`src/watchdog_lock_sync_defines.svh`:
```
// Offsets, field positions, reset values and timing counts of the watchdog lock/sync block.
// Included by the status module and the time-out decoder; holds definitions only.
`ifndef WATCHDOG_LOCK_SYNC_DEFINES_SVH
`define WATCHDOG_LOCK_SYNC_DEFINES_SVH

// Register indices; the APB byte address is four times the index
`define WDT_IDX_CONTROL 10'h000
`define WDT_IDX_STATUS 10'h001

// Control register fields
`define WDT_PERIOD_LSB 0
`define WDT_PERIOD_MSB 3
`define WDT_WINDOW_LSB 4
`define WDT_WINDOW_MSB 7

// Status register fields
`define WDT_LOCK_BIT 7
`define WDT_BUSY_BIT 0

// Reset values
`define WDT_CONTROL_RESET 8'h00
`define WDT_STATUS_RESET 8'h00

// Time-out code table: code 1 is 8 watchdog clocks, each further code doubles it
`define WDT_CODE_OFF 4'h0
`define WDT_CODE_FIRST 4'h1
`define WDT_CODE_LAST 4'hb
`define WDT_BASE_CYCLES 14'h0008

// Watchdog clock ticks needed to carry a control write or a restart across
`define WDT_SYNC_TICKS 2'h2
`define WDT_RESTART_TICKS 2'h2

`endif

```
`src/watchdog_lock_sync_pkg.sv`:
```
// Types shared by the watchdog lock/sync block and its time-out decoder.
// Assumes the defines header sits in the same folder.
package watchdog_lock_sync_pkg;
    typedef logic [3:0] timeout_code_t;
    typedef logic [13:0] timeout_cycles_t;
    typedef logic [7:0] control_word_t;
    typedef enum logic {
        RESTART_IDLE,
        RESTART_SYNC
    } restart_state_t;
endpackage

```
`src/watchdog_lock_sync_status.sv`:
```
// Watchdog control and status registers: configuration lock, change protection,
// synchronisation-busy tracking and restart synchronisation, behind an APB slave.
// Assumes wdtTick is a one-cycle pulse per watchdog clock period, synchronous to clk_sys,
// and that ccpUnlock is high while the processor's unlock window is open.
`timescale 1ns/1ps
`default_nettype none
`include "watchdog_lock_sync_defines.svh"

// Summary of operation
// Codes 0x6 and 0x7 decode to 256 and 512 watchdog clock periods.
// Codes 0x8 to 0xB decode to 1K, 2K, 4K and 8K watchdog clock periods.
// Software must not use codes above 0xB; they are flagged reserved.
// Status at index 0x01: lock in bit 7, busy in bit 0, both reset zero.
// While locked, writes to the control register are ignored.
// Software can only set the lock; writing zero outside debug changes nothing.
// The lock clears only while the processor is in debug mode.
// A nonzero boot period field sets the lock automatically.
// Setting the lock needs the change-protection unlock first.
// A control write raises the busy flag while it crosses to the watchdog clock.
// The busy flag drops by itself once the crossing has finished.
// The busy flag is read-only and reads without any unlock.
// Software must not write the control register while busy reads one.
// Protected bits change only inside the unlock window; otherwise they stay unchanged.
// A restart takes one to two watchdog clocks; restarts meanwhile are ignored.
// Period codes 0x1 to 0xB enable the watchdog; window codes 0x1 to 0xB select the closed window.
// Status bits 6 to 1 read zero and ignore writes.
module watchdog_lock_sync_status (
    input wire logic clk_sys,
    input wire logic rst,
    input wire logic psel,
    input wire logic penable,
    input wire logic pwrite,
    input wire logic [11:0] paddr,
    input wire logic [31:0] pwdata,
    output logic [31:0] prdata,
    output logic pready,
    output logic pslverr,
    input wire logic wdtTick,
    input wire logic ccpUnlock,
    input wire logic debugMode,
    input wire watchdog_lock_sync_pkg::control_word_t bootControl,
    input wire logic restartReq,
    output watchdog_lock_sync_pkg::timeout_code_t activePeriod,
    output watchdog_lock_sync_pkg::timeout_code_t activeWindow,
    output watchdog_lock_sync_pkg::timeout_cycles_t periodCycles,
    output watchdog_lock_sync_pkg::timeout_cycles_t windowCycles,
    output logic watchdogEnabled,
    output logic windowModeEnabled,
    output logic codeReserved,
    output logic configLocked,
    output logic sync_in_progress_flag,
    output logic restartSynced
);
    import watchdog_lock_sync_pkg::*;

    // Register index, or all ones for a misaligned address
    function automatic logic [9:0] regIndex(input logic [11:0] addr);
        regIndex = (addr[1:0] == 2'h0) ? addr[11:2] : 10'h3ff;
    endfunction

    function automatic logic isMapped(input logic [11:0] addr);
        isMapped = (regIndex(addr) == `WDT_IDX_CONTROL) || (regIndex(addr) == `WDT_IDX_STATUS);
    endfunction

    control_word_t control_reg;
    control_word_t syncedControl_reg;
    logic lock_reg;
    logic busy_reg;
    logic [1:0] syncTicks_reg;
    logic bootPending_reg;
    restart_state_t restartState_reg;
    logic [1:0] restartTicks_reg;
    logic restartSynced_reg;
    logic [31:0] prdata_reg;

    logic setupPhase;
    logic accessPhase;
    logic writeControl;
    logic writeStatus;
    logic controlAccepted;
    logic syncDone;
    logic restartDone;
    logic periodReserved;
    logic windowReserved;
    logic [7:0] statusWord;
    timeout_code_t codes [2];
    logic codeEnabled [2];
    logic codeIsReserved [2];
    timeout_cycles_t codeCycles [2];

    assign setupPhase = psel && !penable;
    assign accessPhase = psel && penable;
    assign writeControl = accessPhase && pwrite && (regIndex(paddr) == `WDT_IDX_CONTROL);
    assign writeStatus = accessPhase && pwrite && (regIndex(paddr) == `WDT_IDX_STATUS);
    // The control register takes a write only when unlocked and inside the unlock window
    assign controlAccepted = writeControl && ccpUnlock && !lock_reg && !bootPending_reg;
    assign syncDone = busy_reg && wdtTick && (syncTicks_reg == `WDT_SYNC_TICKS - 2'h1);
    assign restartDone = (restartState_reg == RESTART_SYNC) && wdtTick
        && (restartTicks_reg == `WDT_RESTART_TICKS - 2'h1);

    // Zero wait states; unmapped or misaligned addresses answer with an error
    assign pready = 1'b1;
    assign pslverr = accessPhase && !isMapped(paddr);
    assign prdata = prdata_reg;

    always_comb begin
        statusWord = '0;
        statusWord[`WDT_LOCK_BIT] = lock_reg;
        statusWord[`WDT_BUSY_BIT] = busy_reg;
    end

    // Read data is captured in the setup cycle so it leaves a flip-flop in the access phase
    always_ff @(posedge clk_sys or posedge rst) begin
        if (rst) begin
            prdata_reg <= '0;
        end else if (setupPhase && !pwrite) begin
            if (regIndex(paddr) == `WDT_IDX_CONTROL) begin
                prdata_reg <= {24'h000000, control_reg};
            end else if (regIndex(paddr) == `WDT_IDX_STATUS) begin
                prdata_reg <= {24'h000000, statusWord};
            end else begin
                prdata_reg <= '0;
            end
        end
    end

    // The boot configuration is taken in the first cycle after reset release, never at reset
    always_ff @(posedge clk_sys or posedge rst) begin
        if (rst) begin
            bootPending_reg <= 1'b1;
        end else begin
            bootPending_reg <= 1'b0;
        end
    end

    always_ff @(posedge clk_sys or posedge rst) begin
        if (rst) begin
            control_reg <= `WDT_CONTROL_RESET;
        end else if (bootPending_reg) begin
            control_reg <= bootControl;
        end else if (controlAccepted) begin
            control_reg <= pwdata[7:0];
        end
    end

    // Lock: boot set first, then a protected set, then a debug-mode clear
    always_ff @(posedge clk_sys or posedge rst) begin
        if (rst) begin
            lock_reg <= 1'(`WDT_STATUS_RESET >> `WDT_LOCK_BIT);
        end else if (bootPending_reg) begin
            lock_reg <= (bootControl[`WDT_PERIOD_MSB:`WDT_PERIOD_LSB] != `WDT_CODE_OFF);
        end else if (writeStatus && ccpUnlock) begin
            if (pwdata[`WDT_LOCK_BIT]) begin
                lock_reg <= 1'b1;
            end else if (debugMode) begin
                lock_reg <= 1'b0;
            end
        end
    end

    // Busy follows an accepted control write until enough watchdog ticks have passed.
    // A fresh write restarts the count, so the newer value is never cut short.
    always_ff @(posedge clk_sys or posedge rst) begin
        if (rst) begin
            busy_reg <= 1'b0;
            syncTicks_reg <= 2'h0;
        end else if (controlAccepted) begin
            busy_reg <= 1'b1;
            syncTicks_reg <= 2'h0;
        end else if (syncDone) begin
            busy_reg <= 1'b0;
            syncTicks_reg <= 2'h0;
        end else if (busy_reg && wdtTick) begin
            syncTicks_reg <= syncTicks_reg + 2'h1;
        end
    end

    // Apart from the boot value, the watchdog side sees a control value only once its crossing has completed
    always_ff @(posedge clk_sys or posedge rst) begin
        if (rst) begin
            syncedControl_reg <= `WDT_CONTROL_RESET;
        end else if (bootPending_reg) begin
            syncedControl_reg <= bootControl;
        end else if (syncDone) begin
            syncedControl_reg <= control_reg;
        end
    end

    // Restart synchronisation; a request between ticks adds up to one period, giving one to two
    always_ff @(posedge clk_sys or posedge rst) begin
        if (rst) begin
            restartState_reg <= RESTART_IDLE;
            restartTicks_reg <= 2'h0;
            restartSynced_reg <= 1'b0;
        end else begin
            restartSynced_reg <= 1'b0;
            case (restartState_reg)
                RESTART_IDLE: begin
                    if (restartReq) begin
                        restartState_reg <= RESTART_SYNC;
                        restartTicks_reg <= 2'h0;
                    end
                end
                RESTART_SYNC: begin
                    // Requests arriving here are dropped on purpose
                    if (restartDone) begin
                        restartState_reg <= RESTART_IDLE;
                        restartTicks_reg <= 2'h0;
                        restartSynced_reg <= 1'b1;
                    end else if (wdtTick) begin
                        restartTicks_reg <= restartTicks_reg + 2'h1;
                    end
                end
                default: begin
                    restartState_reg <= RESTART_IDLE;
                    restartTicks_reg <= 2'h0;
                end
            endcase
        end
    end

    assign codes[0] = syncedControl_reg[`WDT_PERIOD_MSB:`WDT_PERIOD_LSB];
    assign codes[1] = syncedControl_reg[`WDT_WINDOW_MSB:`WDT_WINDOW_LSB];

    // Period and window share one code table
    genvar gi;
    generate
        for (gi = 0; gi < 2; gi++) begin : gen_decode
            wdt_timeout_decode u_decode (
                .code(codes[gi]),
                .enabled(codeEnabled[gi]),
                .reserved(codeIsReserved[gi]),
                .cycles(codeCycles[gi])
            );
        end
    endgenerate

    assign periodReserved = codeIsReserved[0];
    assign windowReserved = codeIsReserved[1];

    assign activePeriod = codes[0];
    assign activeWindow = codes[1];
    assign periodCycles = codeCycles[0];
    assign windowCycles = codeCycles[1];
    assign watchdogEnabled = codeEnabled[0];
    assign windowModeEnabled = codeEnabled[1];
    assign codeReserved = periodReserved || windowReserved;
    assign configLocked = lock_reg;
    assign sync_in_progress_flag = busy_reg;
    assign restartSynced = restartSynced_reg;
endmodule // watchdog_lock_sync_status

`default_nettype wire

```
`src/wdt_timeout_decode.sv`:
```
// Decodes one four-bit time-out code into a count of watchdog clock periods.
// Assumes the code is stable while the count is used; reserved codes give zero.
`timescale 1ns/1ps
`default_nettype none
`include "watchdog_lock_sync_defines.svh"

module wdt_timeout_decode (
    input wire watchdog_lock_sync_pkg::timeout_code_t code,
    output logic enabled,
    output logic reserved,
    output watchdog_lock_sync_pkg::timeout_cycles_t cycles
);
    import watchdog_lock_sync_pkg::*;

    logic [3:0] shiftAmount;

    always_comb begin
        shiftAmount = code - `WDT_CODE_FIRST;
        enabled = 1'b0;
        reserved = 1'b0;
        cycles = '0;
        if (code == `WDT_CODE_OFF) begin
            enabled = 1'b0;
        end else if (code <= `WDT_CODE_LAST) begin
            enabled = 1'b1;
            cycles = `WDT_BASE_CYCLES << shiftAmount;
        end else begin
            // Undefined encodings are flagged and never start a time-out
            reserved = 1'b1;
        end
    end
endmodule // wdt_timeout_decode

`default_nettype wire

```
`config.mk`:
```
export PLATFORM = sky130hd
export DESIGN_NAME = watchdog_lock_sync_status
export DESIGN_NICKNAME = d
export VERILOG_FILES = /design/src/watchdog_lock_sync_pkg.sv /design/src/watchdog_lock_sync_status.sv /design/src/wdt_timeout_decode.sv
export VERILOG_INCLUDE_DIRS = /design/src
export SDC_FILE = /design/constraint.sdc
export NUM_CORES = 1
export LEC_CHECK = 0
export ABC_AREA = 0
export BUFFER_PORTS_ARGS = -buffer_cell sky130_fd_sc_hd__buf_4
export CORE_AREA = 2 2 73 75
export DETAILED_ROUTE_END_ITERATION = 7
export DIE_AREA = 0 0 75 77
export HOLD_SLACK_MARGIN = 0.15
export PLACE_DENSITY_LB_ADDON = 0.12
export SYNTH_ARGS = -nofsm -noshare
export SYNTH_HDL_FRONTEND = slang
export SYNTH_SLANG_ARGS = --single-unit
export TNS_END_PERCENT = 10
```
`constraint.sdc`:
```
create_clock -name clk_sys -period 1.7 [get_ports clk_sys]
set_input_delay 0.085 -clock clk_sys [delete_from_list [all_inputs] [get_ports clk_sys]]
set_output_delay 0.085 -clock clk_sys [all_outputs]
set_load 0.1 [all_outputs]
```
# After elaboration in Yosys (flattened, before gate mapping)
# Index checks and enable logic that the tools add are counted.
# totals
word_cells	96
out_inout_bits	76
input_bits	61
regBits	57
# classes
magnitude_cmp	2
n_reduce_logical	35
n_shift	2
n_addsub	4
n_bitwise	1
muxes	37
eq_ne	5
# ops
cell	count
14-bit 2-to-1 mux	4
8-bit 2-to-1 mux	6
4-bit by 4-bit left shift with 14-bit output (first input constant)	2
1-bit 2-to-1 mux	18
1-bit logical AND	15
2-bit 2-to-1 mux	6
10-bit by 1-bit equality test with 1-bit output (second input constant)	1
10-bit logical NOT	1
10-bit 2-to-1 mux	1
4-bit less-or-equal comparator (second input constant)	2
4-bit logical NOT	2
2-bit nonzero test	4
4-bit by 1-bit subtractor with 4-bit output (second input constant)	2
3-bit nonzero test	2
1-bit logical NOT	5
2-bit by 1-bit adder with 2-bit output (second input constant)	2
2-bit by 1-bit equality test with 1-bit output (second input constant)	2
2-bit case mux with 2 select lines	1
2-bit AND reduction	2
4-bit nonzero test	1
3-bit by 2-bit != test with 1-bit output (second input constant)	1
2-bit logical NOT	1
1-bit logical OR	2
2-bit != test (second input constant)	1
other kinds (2)	2

# Logic depth before layout (Yosys ltp)
# logic_depth
word_depth	9
depth_mapped	5
depth_no_buf	4

# Hierarchy
# A second synthesis with hierarchy kept.
# unflattened
hier_cells	226
hier_area_um2	2005.7
# modules_own_cells
module	seq_area_each_um2	area_per_inst_um2	n_inst	cells_per_inst
watchdog_lock_sync_status	827.0	1712.9	1	178
wdt_timeout_decode	0.0	146.4	2	24

# Least setup slack after synthesis
# Ideal clock, no wire load.
# synth_timing
path_type	register to output
start	register syncedControl_reg[6]
end	output port windowCycles[8]
setup_slack_ns	-1.784
stages_incl_launch_ff	4
n_path_buf	1
t_arrival_ns	3.399
required_time_ns	1.615
cell_sequence	dfrtp_1 > clkbuf_1 > nand2_1 > nor3_1
# synth_between
elab_chain_cells	4
elab_cells_between_ends	6
cone_classes	1 x add/sub; 1 x order compare; 1 x shift; 2 x mux; 1 x reduce/logical
# synth_rtl
element	line_no	source
from (decl)	watchdog_lock_sync_status.sv:66	control_word_t syncedControl_reg;
from (signal assigned)	watchdog_lock_sync_status.sv:181	syncedControl_reg <= `WDT_CONTROL_RESET;
from (signal assigned)	watchdog_lock_sync_status.sv:183	syncedControl_reg <= bootControl;
from (signal assigned)	watchdog_lock_sync_status.sv:185	syncedControl_reg <= control_reg;
4-bit by 1-bit subtractor with 4-bit output (no line)	-	
4-bit by 4-bit left shift with 14-bit output (no line)	-	
14-bit 2-to-1 mux	wdt_timeout_decode.sv:24	end else if (code <= `WDT_CODE_LAST) begin
14-bit 2-to-1 mux *	wdt_timeout_decode.sv:22	if (code == `WDT_CODE_OFF) begin
to (decl)	watchdog_lock_sync_status.sv:46	output watchdog_lock_sync_pkg::timeout_cycles_t windowCycles,
# Every way passes the cells marked *; elsewhere a longest branch is shown, timed or not.

# Worst setup path in the final report
# layout_timing
start	register syncedControl_reg[6]
end	output port windowCycles[4]
# The elaborated chain is that of the path after synthesis.

==> metrics.md <==
| Metric | Value |
|---|---|
| Outcome | complete, no violations |
| Initial DRC count | 50 |
| Ant. Diodes | 0 |
| CP Capture Type | output port |
| CTS buffer count | 5 |
| Cells after Synth | 223 |
| Leakage | 0.001484 uW |
| RSZ-0062 raised after global routing | yes |
| Root Driver | clkbuf_8 |
| CORE AREA | 4977 um2 |
| CP max-delay cell | dfrtp_4 |
| PwrDens | 893.6 nW/um2 |
| First-pass GRT wire length | 8.362 mm |
| TritonRoute pass-1 iters | 5 |
| PortBufs | 81 |
| Syn_area_per_cell | 8.685 um2 |
| Number of flops mapped to enable cells by yosys | 0 |
| Routed Antenna Nets | 0 |
| HPWL Detailed | 3.855 mm |
| Final count of pins violating max slew | 0 |
| Routed len/inst | 13.02 um |
| Die area | 5775 um2 |
| Number of remaining DRC errors | 0 |
| Vias per cell | 4.713 |
| Final worst path period share | 96.73% |
| CP Depth | 3 |
| # IOs | 137 |
| CTS tree | yes |
| Max Cap Violations | 0 |
| #FFs+latches synth | 33 |
| FMAX | 0.6081 GHz |
| Worst vdd ir | 679.5 uV |
| Routability cong. | 0.7934 |
| H-tree depth | 2 |
| Crit-path cells | nand2b_4 > nor3_4 > buf_4 |
| Largest fanout on the critical path | 11 |
| Final Skew | 0.005359 ns |
| Synth area leaders | dfrtp_1 (41%), buf_4 (12%), a31oi_1 (5.5%), nand2_1 (5.2%), nor2_1 (4.8%) |
| Clk sinks | 33 |
| Final wirelength | 5.221 mm |
| Final instance area | 3151 um2 |
| Crit path to | windowCycles[4] |
| Most frequent cells in the layout | buf_4 (82), conb_1 (32), nand2_1 (26) |
| Via count | 1,890 |
| Critical Path Max Stage Delay | 0.57 ns |
| Crit Path Category | reg2out |
| Post-CTS setup buffer count | 0 |
| Top_reg_cell synth | dfrtp_1 |
| Vias in the first global route | 1,750 |
| Starting Density | 38.91% |
| Crit path time final | 1.644 ns |
| R2R depth | 4 |
| Worst path bufs/invs | 1 |
| Most common cell after layout, fill and taps aside | buf_4 |
| Largest delay share family, worst path | flip-flops |
| Top cell type's share of synthesized area | 41.34% |
| Die span in y | 77 um |
| Share of cells above drive strength 1 | 42.90% |
| Pin count of the biggest net entering global routing | 34 |
| DP Area | 2800 um2 |
| Tot GR Track Use | 18.78% |
| Grt total ovfl | 0 |
| Worst-skew pair later-pin latency | 0.29 ns |
| Final setup TNS | 0 ns |
| Netlist cell types | 36 |
| # setup viols final | 0 |
| Worst setup path startpoint | syncedControl_reg[6] |
| Element type at the critical path start | flip-flop |
| Syn Std Cell Area | 1937 um2 |
| Min-delay worst type | in2reg |
| Post-synthesis sequential area ratio | 42.70% |
| Die width | 75 um |
| Initial antenna violation count | 0 |
| Clock buffer depth | 2 |
| Async SR Flop Fraction | 100.0% |
| YS warnings | 0 |
| Synth-to-Final Area Change | 62.66% |
| # rows | 26 |
| Reg2Reg Launch Point | bootPending_reg |
| WP data required | 1.62 ns |
| Reg2Reg Setup Slack | 0.07 ns |
| FF-to-FF End | control_reg[3] |
| Nets | 391 |
| Clk pin slew, worst setup/hold paths | 0.07 ns |
| Biggest area consumer among synthesized cells | dfrtp_1 |
| Final hold violations | 0 |
| Arr. time, crit path | 1.56 ns |
-- worst reg2reg max path, cell delays in order (launching register included) --
cell,delay (ns)
dfstp_2,0.56
clkinv_1,0.08
buf_4,0.22
a31oi_1,0.14
dlygate4sd3_1,0.56
-- routing by layer --
metal	global-route usage (%)	wire length [um]	vias up
li1	-	-	935
met1	24.54	2112	858
met2	30.18	2658	91
met3	4.993	388	6
met4	5.357	62	0
met5	0	0	-
-- how the worst min path moves through the flow --
stage,start,to,depth (start not counted)
floorplan,rst,configLocked,1
global placement,rst,restartSynced,3
detailed placement,rst,syncedControl_reg[6],3
CTS,paddr[11],prdata[7],4
global route,paddr[11],prdata[7],4
finish,paddr[11],prdata[7],4
-- stage by stage --
stage	hold WS, ns	power [uW]	util (%)	instances	setup slack, ns
after floorplan	0.2133	1997	-	253	-0.2389
after CTS	0.1551	2832	62.92	401	0.003651
final	0.1654	2815	63.30	401	0.05558
after global placement	0.2099	2124	56.26	370	0.2994
after global routing	0.1630	2919	63.30	401	-0.008707
after detailed placement	0.2128	2137	56.26	370	0.2914
-- cell families (layout without fill, tap and decap cells) --
logic type | Yosys count | in the layout | synth area share, %
AND/OR/NAND/NOR | 101 | 101 | 27.33
multiplexers | 2 | 2 | 1.034
flip-flops | 33 | 33 | 42.70
other | 2 | 32 | 0.3877
XOR/XNOR | 1 | 1 | 0.4523
AO/OA/AOI/OAI | 41 | 41 | 13.69
buffers and inverters | 43 | 121 | 14.41
-- Yosys cell counts (2+ instances only) --
master / count
dfrtp_1: 32
buf_4: 31
o31ai_1: 2
nor4_1: 2
clkbuf_1: 8
nor4_2: 2
mux2i_1: 2
a31oi_1: 17
nor3_1: 12
nor2b_1: 2
a21oi_1: 3
and3_1: 2
nor2_1: 25
a22o_1: 7
nand3_1: 11
nand2_1: 27
nand2b_1: 8
inv_1: 2
nor3_4: 2
o21ai_0: 9
conb_1: 2
-- power breakdown --
part | switching (uW) | internal (uW)
clock network | 288 | 366
logic | 919 | 264
registers | 116 | 863
total | 1320 | 1490
-- layout make-up --
type | instances | area, um2
clock buffers | 7 | 96.34
clock inverters | 1 | 5.005
fillers | 459 | 1827
inverters | 3 | 11.26
multi-input cells | 177 | 1190
flip-flops and latches | 33 | 858.3
well taps | 70 | 87.58
repair buffers | 110 | 902.1
-- repair_timing --
| item | 4_1_cts | 5_1_grt |
|---|---|---|
| endpoints found under the setup margin | 0 | 5 |
| hold buffers | 23 | 0 |
| gates resized for setup | 0 | 5 |
| hold endpoints to repair | 54 | 0 |
No activity file was read; power rests on OpenSTA's default activity.
